## src/design/rtc_alarm_consts.vh

```
`ifndef RTC_ALARM_CONSTS_VH
`define RTC_ALARM_CONSTS_VH
// register addresses
`define ADDR_FLAG_CONTROL   8'h01
`define ADDR_CLOCK_CONTROL  8'h00
`define ADDR_YEAR_COUNT     8'h08
`define ADDR_MINUTE_ALARM   8'h09
`define ADDR_HOUR_ALARM     8'h0A
`define ADDR_DAY_ALARM      8'h0B
`define ADDR_WEEKDAY_ALARM  8'h0C
`define ADDR_CD_CONTROL     8'h0E
`define ADDR_CD_VALUE       8'h0F
// flag_control field positions
`define BIT_TICK_FLAG       5
`define BIT_ALARM_FLAG      3
`define BIT_CD_FLAG         2
`define BIT_PERIODIC_60S    1
`define BIT_PERIODIC_1S     0
// alarm and control fields
`define BIT_MATCH_OFF       7
`define BIT_HOUR_12         2
`define BIT_CD_RUN          7
// source select codes
`define SRC_4096HZ          2'h0
`define SRC_64HZ            2'h1
`define SRC_1HZ             2'h2
`define SRC_60S             2'h3
// read masks per register
`define MASK_FLAG_CONTROL   8'h3F
`define MASK_HOUR_ALARM     8'hBF
`define MASK_DAY_ALARM      8'hBF
`define MASK_WEEKDAY_ALARM  8'h87
`define MASK_CD_CONTROL     8'h83
// timing: source tick periods in ns, system clock period in ns
`define CLK_PERIOD_NS       8
`define T4096_NS            244140
`define T64_NS              15625000
`define T1_NS               1000000000
`define T4096_CYC           (`T4096_NS / `CLK_PERIOD_NS)
`define T64_CYC             (`T64_NS / `CLK_PERIOD_NS)
`define T1_CYC              (`T1_NS / `CLK_PERIOD_NS)
`define MIN_SECONDS         6'h3B
// reset values
`define RST_BYTE            8'h00
`define RST_ALARM           8'h80
`define RST_CD_CONTROL      8'h03
`endif

```

## src/design/rtc_alarm_timer.v

```verilog
`include "rtc_alarm_consts.vh"
`default_nettype none
module rtc_alarm_timer (
    // clock and reset
    input  wire       clk_sys,
    input  wire       rst,
    // register port from the serial interface layer
    input  wire       reg_wr,
    input  wire       reg_rd,
    input  wire [7:0] reg_addr,
    input  wire [7:0] reg_wdata,
    output reg  [7:0] reg_rdata_q,
    // current time from the calendar counters
    input  wire       minute_tick,
    input  wire       second_tick,
    input  wire [6:0] cur_minute,
    input  wire [5:0] cur_hour,
    input  wire [5:0] cur_day,
    input  wire [2:0] cur_weekday,
    // year carry from the month counter
    input  wire       year_tick,
    // flag levels for the interrupt logic, and the hour format bit
    output reg        alarm_flag_q,
    output reg        tick_flag_q,
    output reg        countdown_flag_q,
    output reg        hour_12_q
);
    reg  [7:0]  year_q;
    reg  [7:0]  minute_alarm_q;
    reg  [7:0]  hour_alarm_q;
    reg  [7:0]  day_alarm_q;
    reg  [7:0]  weekday_alarm_q;
    reg  [7:0]  cd_ctrl_q;
    reg  [7:0]  cd_n_q;
    reg  [7:0]  cd_count_q;
    reg         periodic_60s_en_q;
    reg         periodic_1s_en_q;
    reg  [31:0] pre_q;
    reg  [5:0]  sec_cnt_q;
    reg         min_q1;
    reg         min_q2;
    reg         sec_q1;
    reg         sec_q2;
    reg         yr_q1;
    reg         yr_q2;
    reg         min_d1;
    reg         sec_d1;
    reg         yr_d1;
    reg         src_tick;
    reg  [31:0] pre_max;
    reg  [7:0]  year_d;
    wire        min_event;
    wire        sec_event;
    wire        yr_event;
    wire        minute_match_off;
    wire        hour_match_off;
    wire        day_match_off;
    wire        weekday_match_off;
    wire        any_enabled;
    wire        all_match;
    wire        alarm_set;
    wire        tick_set;
    wire        cd_set;
    wire        countdown_run;
    wire [1:0]  countdown_src_sel;
    wire [5:0]  hour_mask;

    // calendar strobes come from the slow domain, so two flops before use
    always @(posedge clk_sys) begin
        if (rst) begin
            min_q1 <= 1'b0;
            min_q2 <= 1'b0;
            sec_q1 <= 1'b0;
            sec_q2 <= 1'b0;
            yr_q1  <= 1'b0;
            yr_q2  <= 1'b0;
            min_d1 <= 1'b0;
            sec_d1 <= 1'b0;
            yr_d1  <= 1'b0;
        end else begin
            min_q1 <= minute_tick;
            min_q2 <= min_q1;
            sec_q1 <= second_tick;
            sec_q2 <= sec_q1;
            yr_q1  <= year_tick;
            yr_q2  <= yr_q1;
            min_d1 <= min_q2;
            sec_d1 <= sec_q2;
            yr_d1  <= yr_q2;
        end
    end
    assign min_event = min_q2 & ~min_d1;
    assign sec_event = sec_q2 & ~sec_d1;
    assign yr_event  = yr_q2 & ~yr_d1;

    // field decode of the alarm registers
    assign minute_match_off  = minute_alarm_q[`BIT_MATCH_OFF];
    assign hour_match_off    = hour_alarm_q[`BIT_MATCH_OFF];
    assign day_match_off     = day_alarm_q[`BIT_MATCH_OFF];
    assign weekday_match_off = weekday_alarm_q[`BIT_MATCH_OFF];
    // in 12h mode bit 5 is the afternoon indicator, still part of the hour
    assign hour_mask = hour_12_q ? 6'h3F : 6'h3F;
    assign countdown_run     = cd_ctrl_q[`BIT_CD_RUN];
    assign countdown_src_sel = cd_ctrl_q[1:0];

    // enabled fields must all match; disabled ones are ignored
    assign any_enabled = ~(minute_match_off & hour_match_off
                         & day_match_off & weekday_match_off);
    assign all_match = any_enabled
        & (minute_match_off  | (minute_alarm_q[6:0] == cur_minute))
        & (hour_match_off    | ((hour_alarm_q[5:0] & hour_mask)
                                == (cur_hour & hour_mask)))
        & (day_match_off     | (day_alarm_q[5:0] == cur_day))
        & (weekday_match_off | (weekday_alarm_q[2:0] == cur_weekday));
    // only a time advance can raise the flag, so a clear is not undone
    assign alarm_set = min_event & all_match;

    // minute tick counted from seconds so both enables land together
    assign tick_set = sec_event & (periodic_1s_en_q
                    | (periodic_60s_en_q & (sec_cnt_q == `MIN_SECONDS)));

    // prescaler period of the selected source, in system clocks
    always @* begin
        case (countdown_src_sel)
            `SRC_4096HZ: pre_max = `T4096_CYC - 1;
            `SRC_64HZ:   pre_max = `T64_CYC - 1;
            default:     pre_max = `T1_CYC - 1;
        endcase
    end

    // second counter serves the 1/60 Hz source and the minute tick
    always @(posedge clk_sys) begin
        if (rst) begin
            sec_cnt_q <= 6'h00;
        end else if (sec_event) begin
            sec_cnt_q <= (sec_cnt_q == `MIN_SECONDS) ? 6'h00 : sec_cnt_q + 6'h01;
        end
    end

    // source tick: prescaler for fast sources, second strobes for slow ones
    always @(posedge clk_sys) begin
        if (rst | ~countdown_run) begin
            pre_q <= 32'h0000_0000;
        end else if (pre_q >= pre_max) begin
            pre_q <= 32'h0000_0000;
        end else begin
            pre_q <= pre_q + 32'h0000_0001;
        end
    end
    always @* begin
        case (countdown_src_sel)
            `SRC_1HZ: src_tick = sec_event;
            `SRC_60S: src_tick = sec_event & (sec_cnt_q == `MIN_SECONDS);
            default:  src_tick = (pre_q >= pre_max);
        endcase
    end

    // reaching one sets the flag and reloads; zero holds the counter
    assign cd_set = countdown_run & src_tick & (cd_n_q != 8'h00)
                  & (cd_count_q == 8'h01);

    always @(posedge clk_sys) begin
        if (rst) begin
            cd_count_q <= `RST_BYTE;
        end else if (reg_wr && reg_addr == `ADDR_CD_VALUE) begin
            cd_count_q <= reg_wdata; // new n takes effect at once
        end else if (countdown_run && src_tick && cd_n_q != 8'h00) begin
            cd_count_q <= (cd_count_q <= 8'h01) ? cd_n_q : cd_count_q - 8'h01;
        end
    end

    // year counter wraps 99 to 00 in BCD
    always @* begin
        year_d = year_q;
        if (year_q == 8'h99) begin
            year_d = 8'h00;
        end else if (year_q[3:0] == 4'h9) begin
            year_d = {year_q[7:4] + 4'h1, 4'h0};
        end else begin
            year_d = {year_q[7:4], year_q[3:0] + 4'h1};
        end
    end

    // register writes and hardware updates
    always @(posedge clk_sys) begin
        if (rst) begin
            year_q            <= `RST_BYTE;
            minute_alarm_q    <= `RST_ALARM;
            hour_alarm_q      <= `RST_ALARM;
            day_alarm_q       <= `RST_ALARM;
            weekday_alarm_q   <= `RST_ALARM;
            cd_ctrl_q         <= `RST_CD_CONTROL;
            cd_n_q            <= `RST_BYTE;
            hour_12_q         <= 1'b0;
            periodic_60s_en_q <= 1'b0;
            periodic_1s_en_q  <= 1'b0;
        end else begin
            if (reg_wr && reg_addr == `ADDR_YEAR_COUNT) begin
                year_q <= reg_wdata;
            end else if (yr_event) begin
                year_q <= year_d;
            end
            if (reg_wr) begin
                if (reg_addr == `ADDR_CLOCK_CONTROL) begin
                    hour_12_q <= reg_wdata[`BIT_HOUR_12];
                end else if (reg_addr == `ADDR_FLAG_CONTROL) begin
                    periodic_60s_en_q <= reg_wdata[`BIT_PERIODIC_60S];
                    periodic_1s_en_q  <= reg_wdata[`BIT_PERIODIC_1S];
                end else if (reg_addr == `ADDR_MINUTE_ALARM) begin
                    minute_alarm_q <= reg_wdata;
                end else if (reg_addr == `ADDR_HOUR_ALARM) begin
                    hour_alarm_q <= reg_wdata & `MASK_HOUR_ALARM;
                end else if (reg_addr == `ADDR_DAY_ALARM) begin
                    day_alarm_q <= reg_wdata & `MASK_DAY_ALARM;
                end else if (reg_addr == `ADDR_WEEKDAY_ALARM) begin
                    weekday_alarm_q <= reg_wdata & `MASK_WEEKDAY_ALARM;
                end else if (reg_addr == `ADDR_CD_CONTROL) begin
                    cd_ctrl_q <= reg_wdata & `MASK_CD_CONTROL;
                end else if (reg_addr == `ADDR_CD_VALUE) begin
                    cd_n_q <= reg_wdata;
                end
            end
        end
    end

    // flags: write ANDs, a same-cycle hardware set wins over the clear
    always @(posedge clk_sys) begin
        if (rst) begin
            alarm_flag_q     <= 1'b0;
            tick_flag_q      <= 1'b0;
            countdown_flag_q <= 1'b0;
        end else begin
            if (reg_wr && reg_addr == `ADDR_FLAG_CONTROL) begin
                alarm_flag_q     <= alarm_set | (alarm_flag_q
                                    & reg_wdata[`BIT_ALARM_FLAG]);
                tick_flag_q      <= tick_set | (tick_flag_q
                                    & reg_wdata[`BIT_TICK_FLAG]);
                countdown_flag_q <= cd_set | (countdown_flag_q
                                    & reg_wdata[`BIT_CD_FLAG]);
            end else begin
                alarm_flag_q     <= alarm_flag_q | alarm_set;
                tick_flag_q      <= tick_flag_q | tick_set;
                countdown_flag_q <= countdown_flag_q | cd_set;
            end
        end
    end

    // read data registered one cycle after the strobe
    always @(posedge clk_sys) begin
        if (rst) begin
            reg_rdata_q <= `RST_BYTE;
        end else if (reg_rd) begin
            if (reg_addr == `ADDR_CLOCK_CONTROL) begin
                reg_rdata_q <= {5'h00, hour_12_q, 2'h0};
            end else if (reg_addr == `ADDR_FLAG_CONTROL) begin
                reg_rdata_q <= {2'h0, tick_flag_q, 1'b0, alarm_flag_q,
                                countdown_flag_q, periodic_60s_en_q, periodic_1s_en_q};
            end else if (reg_addr == `ADDR_YEAR_COUNT) begin
                reg_rdata_q <= year_q;
            end else if (reg_addr == `ADDR_MINUTE_ALARM) begin
                reg_rdata_q <= minute_alarm_q;
            end else if (reg_addr == `ADDR_HOUR_ALARM) begin
                reg_rdata_q <= hour_alarm_q;
            end else if (reg_addr == `ADDR_DAY_ALARM) begin
                reg_rdata_q <= day_alarm_q;
            end else if (reg_addr == `ADDR_WEEKDAY_ALARM) begin
                reg_rdata_q <= weekday_alarm_q;
            end else if (reg_addr == `ADDR_CD_CONTROL) begin
                reg_rdata_q <= cd_ctrl_q;
            end else if (reg_addr == `ADDR_CD_VALUE) begin
                reg_rdata_q <= cd_count_q; // live count, not n
            end else begin
                reg_rdata_q <= `RST_BYTE;
            end
        end
    end
endmodule // rtc_alarm_timer
`default_nettype wire

```

## config.mk

```make
export PLATFORM = sky130hd
export DESIGN_NAME = rtc_alarm_timer
export DESIGN_NICKNAME = d
export VERILOG_FILES = /design/src/design/rtc_alarm_timer.v
export VERILOG_INCLUDE_DIRS = /design/src /design/src/design
export SDC_FILE = /design/constraint.sdc
export NUM_CORES = 1
export LEC_CHECK = 0
export ABC_AREA = 1
export BUFFER_PORTS_ARGS = -buffer_cell sky130_fd_sc_hd__buf_4
export CAP_MARGIN = 20
export CORE_ASPECT_RATIO = 1.25
export CORE_MARGIN = 1
export CORE_UTILIZATION = 55
export DETAILED_ROUTE_END_ITERATION = 12
export GPL_TIMING_DRIVEN = 1
export PLACE_DENSITY_LB_ADDON = 0.08
export SYNTH_ARGS = -nofsm -noshare
export SYNTH_HDL_FRONTEND = slang
export SYNTH_SLANG_ARGS = --single-unit
export TNS_END_PERCENT = 5
```

## constraint.sdc

```tcl
create_clock -name clk_sys -period 2.4 [get_ports clk_sys]
set_input_delay 0.36 -clock clk_sys [delete_from_list [all_inputs] [get_ports clk_sys]]
set_output_delay 0.36 -clock clk_sys [all_outputs]
set_load 0.01 [all_outputs]
```

# [After elaboration in Yosys (flattened, before gate mapping)]
# Cells that the tools add are included.
[op_classes] addsub=5 eq_ne=19 n_mux=22 order_cmp=2 n_reduce_logical=21 n_bitwise=44
[op_table] operator="$mux 8" count=16
[op_table] operator="$eq 8x4->1 const B" count=7
[op_table] operator="$pmux 27 s2" count=1
[op_table] operator="$add 32x1->32 const B" count=1
[op_table] operator="$ge 32x32->1" count=1
[op_table] operator="$and 1x1->1" count=20
[op_table] operator="$eq 8x1->1 const B" count=2
[op_table] operator="$eq 6x6->1" count=2
[op_table] operator="$not 1->1" count=12
[op_table] operator="$or 1x1->1" count=12
[op_table] operator="$reduce_and 9->1" count=1
[op_table] operator="$add 4x1->4 const B" count=2
[op_table] operator="$eq 8x8->1 const B" count=1
[op_table] operator="$le 8x1->1 const B" count=1
[op_table] operator="$logic_not 8->1" count=1
[op_table] operator="$reduce_and 8->1" count=1
[op_table] operator="$reduce_bool 8->1" count=1
[op_table] operator="$sub 8x1->8 const B" count=1
[op_table] operator="$eq 7x7->1" count=1
[op_table] operator="$reduce_and 7->1" count=1
[op_table] operator="$add 6x1->6 const B" count=1
[op_table] operator="$eq 6x6->1 const B" count=1
[op_table] operator="$mux 6" count=1
[op_table] operator="$reduce_and 6->1" count=1
[op_table] operator="15 further kinds" count=24
[word_totals] register_bits=114 out_inout_bits=12 in_bits=45 word_cells=140

# [Longest topological paths before layout]
[logic_depth] depth_word=11 depth_mapped=16

# [Worst setup path after synthesis]
# No wires, ideal clock.
[synth_timing] kind="register to register" from="register cd_ctrl_q[1]" to="register cd_count_q[3]" n_path_buf=1 arrival_time_ns=1.929 slack_ns=0.339 setup_ns=0.132 period_less_slack_ns=2.061 path_stages_with_launch=14 path_cell_list="dfxtp_1 buf_2 nor2_1 inv_1 ha_1 a21oi_1 o21a_1 nor2_1 nor2_1 nand3_2 nand2_4 nand2_4 nand2_1 a21oi_1"
[synth_between] elab_chain_cells=7
[synth_lines] element="start, declared" line_no="rtc_alarm_timer.v:33" source="reg [7:0] cd_ctrl_q;"
[synth_lines] element="start signal, assigned" line_no="rtc_alarm_timer.v:192" source="cd_ctrl_q <= `RST_CD_CONTROL;"
[synth_lines] element="start signal, assigned" line_no="rtc_alarm_timer.v:218" source="cd_ctrl_q <= reg_wdata & `MASK_CD_CONTROL;"
[synth_lines] element="$eq 2x1->1 / $logic_not 2->1 (equally long branches)" line_no="rtc_alarm_timer.v:124" source="case (countdown_src_sel)"
[synth_lines] element="$pmux 27 s2" line_no="rtc_alarm_timer.v:124"
[synth_lines] element="$ge 32x32->1" line_no="rtc_alarm_timer.v:154" source="default: src_tick = (pre_q >= pre_max);"
[synth_lines] element="$pmux 1 s2 (*)" line_no="rtc_alarm_timer.v:151" source="case (countdown_src_sel)"
[synth_lines] element="$logic_and 1x1->1 (*) (2 in a row)" line_no="rtc_alarm_timer.v:167" source="end else if (countdown_run && src_tick && cd_n_q != 8'h00) begin"
[synth_lines] element="$reduce_bool 2->1 (no source line) (*)"
[synth_lines] element="end signal, assigned" line_no="rtc_alarm_timer.v:164" source="cd_count_q <= `RST_BYTE;"
[synth_lines] element="end signal, assigned" line_no="rtc_alarm_timer.v:166" source="cd_count_q <= reg_wdata;"
[synth_lines] element="end signal, assigned" line_no="rtc_alarm_timer.v:168" source="cd_count_q <= (cd_count_q <= 8'h01) ? cd_n_q : cd_count_q - 8'h01;"
[synth_lines] element="end, declared" line_no="rtc_alarm_timer.v:35" source="reg [7:0] cd_count_q;"
# Every way passes the cells marked *; elsewhere a longest branch is shown, timed or not.
# A chain may end at the register's enable or synchronous reset.

# [Worst setup path after layout]
[layout_timing] from="register cd_ctrl_q[1]" to="register pre_q[5]"
[layout_between] elab_chain_cells=4
[layout_lines] element="$eq 2x1->1 / $logic_not 2->1 (equally long branches)" line_no="rtc_alarm_timer.v:124"
[layout_lines] element="$pmux 27 s2 (*)" line_no="rtc_alarm_timer.v:124"
[layout_lines] element="$ge 32x32->1 (*)" line_no="rtc_alarm_timer.v:144" source="end else if (pre_q >= pre_max) begin"
[layout_lines] element="$reduce_or 2->1 (no source line) (*)"
[layout_lines] element="end signal, assigned" line_no="rtc_alarm_timer.v:147" source="pre_q <= pre_q + 32'h0000_0001;"
[layout_lines] element="end, declared" line_no="rtc_alarm_timer.v:38" source="reg [31:0] pre_q;"
# Marks and branches as above.

==> results_dict.tcl <==
set metrics [dict create \
    violations "design-rule violations" \
    drive_gt1_share_pct 15.9 \
    max_freq_ghz 0.458 \
    synth_top_area_share_pct 35.7 \
    cellLeakagePower_uw 0.00327 \
    grt_start_max_net_pins 51 \
    die_w_um 98.4 \
    top_layer "met4" \
    antenna_left 0 \
    setup_ws_ns 0.219 \
    clock_latency_ns 0.41 \
    drv_slew 0 \
    arrival_ns 2.50 \
    critPathKind "reg -> reg" \
    cts_tree "yes" \
    wl_met1_mm 7.06 \
    gp_congestion 0.975 \
    core-area_um2 11200 \
    worstHoldPathCells 3 \
    nets 1045 \
    avgSynthCellArea_um2 7.07 \
    grt-ovfl-total 0 \
    dp_slack_ns -0.0626 \
    initial_core_util_pct 57.1 \
    mostFrequentLayoutCells "nand2_1, dfxtp_1, nor2_1" \
    rsz0062_at_grt "no" \
    post-route-min-period_ns 2.18 \
    antenna_found_initial 0 \
    synth_cell_types 52 \
    tightest_slew_ns 0.564 \
    diodes 0 \
    synth-seq-area-share_pct 35.7 \
    synthTopCellsByArea "dfxtp_1, nand2_1, nor2_1" \
    max_slew_margin_pct 62.4 \
    hold_viol_final 0 \
    critPathRequiredTime_ns 2.72 \
    slowest_delay_ns 0.37 \
    postCtsHoldBufs 0 \
    drt-total-wl_mm 17.9 \
    reg2regPathDepth 13 \
    final-setup-viol-count 0 \
    vdd_drop_max_uv 397 \
    synth_top_area_cell "dfxtp_1" \
    crit_fanout 16 \
    wl_met2_mm 8.84 \
    postSynthCellCount 903 \
    cts_buffers 17 \
    synth_area_um2 6380 \
    yosysWarnings 0 \
    grt_pass1_wl_mm 28.7 \
    wire_per_inst_um 15.9 \
    ys_seq_elements 114 \
    vias 6329 \
    rows 43 \
    cts_root_buf "clkbuf_16" \
    status "finished with violations" \
    drcViolationCount 1 \
    dr.pass1.iters 10 \
    path_cells "nor2_2, inv_1, ha_1, nand2_1, inv_1, nor2_1, o21bai_1, a21oi_1, nand2_1, nand2_2, nand4_4, buf_12, nor3b_1" \
    cp_slowest_cell "dfxtp_2" \
    via_per_inst 5.64 \
    nFillCells 977 \
    ioPinCount 57 \
    cts_buffer_depth 2 \
    drtIter0Drc 473 \
    area_growth_pct 18.9 \
    grt_usage_pct 30.8 \
    cts.sinks 114 \
    cts.htree.levels 4 \
    clk_pin_slew_ns 0.05 \
    setup_tns_ns 0 \
    dieArea_um2 12000 \
    cp-end-kind "register" \
    place_inst 1088 \
    dp_hpwl_mm 13.2 \
    die_height_um 122 \
    p_per_area_nw_per_um2 617 \
    cap_violations 0 \
    wl_met3_mm 1.03 \
    port-buffer-count 56 \
    finalCritPeriodShare_pct 90.9 \
    holdWs_ns 0.168 \
    final_common_cell "nand2_1" \
    start_kind "register" \
    finClkSkew_ns 0.00697 \
    grt_pass1_vias 6009 \
    p_total_uw 4690 \
    hold_path_class "in -> reg" \
    layoutNonFillerInstCount 1122 \
]
path summary, 6_finish.rpt:
kind | start | endpoint | slack [ns]
worst max register to register | cd_ctrl_q[1] | pre_q[5] | 0.22
worst max-delay path | cd_ctrl_q[1] | pre_q[5] | 0.22
worst min register to register | yr_q1 | yr_q2 | 0.41
worst min-delay path | year_tick | yr_q1 | 0.17
routing by layer:
| metal | global-route usage, % | up-vias |
|---|---|---|
| met5 | 0 | - |
| met4 | 19.1 | 0 |
| met3 | 5.98 | 68 |
| met2 | 54.4 | 235 |
| met1 | 34.2 | 2903 |
| li1 | - | 3123 |
sequential cells by signal, summed over array words and instances, names as in the netlist, 3 cells and up:
name             flops
cd_ctrl_q            3
minute_alarm_q       8
cd_count_q           8
cd_n_q               8
day_alarm_q          7
reg_rdata_q          8
weekday_alarm_q      4
sec_cnt_q            6
hour_alarm_q         7
year_q               8
pre_q               32
Yosys cell counts (all sizes together):
cell / number
a22oi: 3
o211ai: 11
clkbuf: 11
nand2: 197
clkinv: 3
ha: 26
o221ai: 4
a221oi: 1
o21ai: 51
nor4: 8
a31o: 1
o21bai: 3
and3: 4
nor3: 21
o211a: 1
buf: 7
inv: 115
or2: 2
a21oi: 74
nand4: 16
o22ai: 5
xnor2: 15
conb: 1
nor3b: 7
a211oi: 8
xor2: 13
o21a: 3
a311oi: 1
nor2: 124
o31ai: 5
nand3: 44
a31oi: 4
dfxtp: 114
power by group:
group | internal, uW | switching [uW] | total [uW]
clock | 1670 | 877 | 2550
combinational | 85.2 | 136 | 221
sequential | 1910 | 7.69 | 1920
total | 3670 | 1020 | 4690
per-stage QoR:
stage | util (%) | cell area [um^2]
4_1_cts | 67.8 | 7590
3_5_place_dp | 62.3 | 6980
6_report | 67.9 | 7590
5_1_grt | 67.9 | 7590
3_3_place_gp | 62.3 | 6980
2_1_floorplan | - | 6400
timing repair:
item / CTS / global route
pin swaps: 1 / 0
buffers inserted: 2 / 0
gates resized for setup: 1 / 3
hold endpoints to repair: 0 / 0
endpoints found under the setup margin: 4 / 18
cell families (layout without fill, tap and decap cells):
group,Yosys count,in the layout,share of synthesized area [%]
AO/OA/AOI/OAI,175,175,15.7
XOR/XNOR,28,28,3.84
adder cells (fa/ha/maj),26,26,5.10
buffers and inverters,136,217,8.39
flip-flops,114,114,35.7
other,1,4,0.0587
AND/OR/NAND/NOR,423,423,31.2
layout make-up:
cell class	instances	area (um^2)	area share, %
clock buffers	21	460	6.06
clock inverters	11	135	1.78
inverters	118	447	5.88
multi-input cells	656	3580	47.2
flip-flops and latches	114	2280	30.1
well taps	135	169	2.22
repair buffers	67	515	6.79
critical path: cells and delay by family, from the launching register on:
family	cells	cell delay, ns
flops	1	0.37
buf+inv	3	0.35
fa+ha+maj	1	0.30
simple gates	7	0.89
compound gates	2	0.19
(Power assumes the default switching activity.)
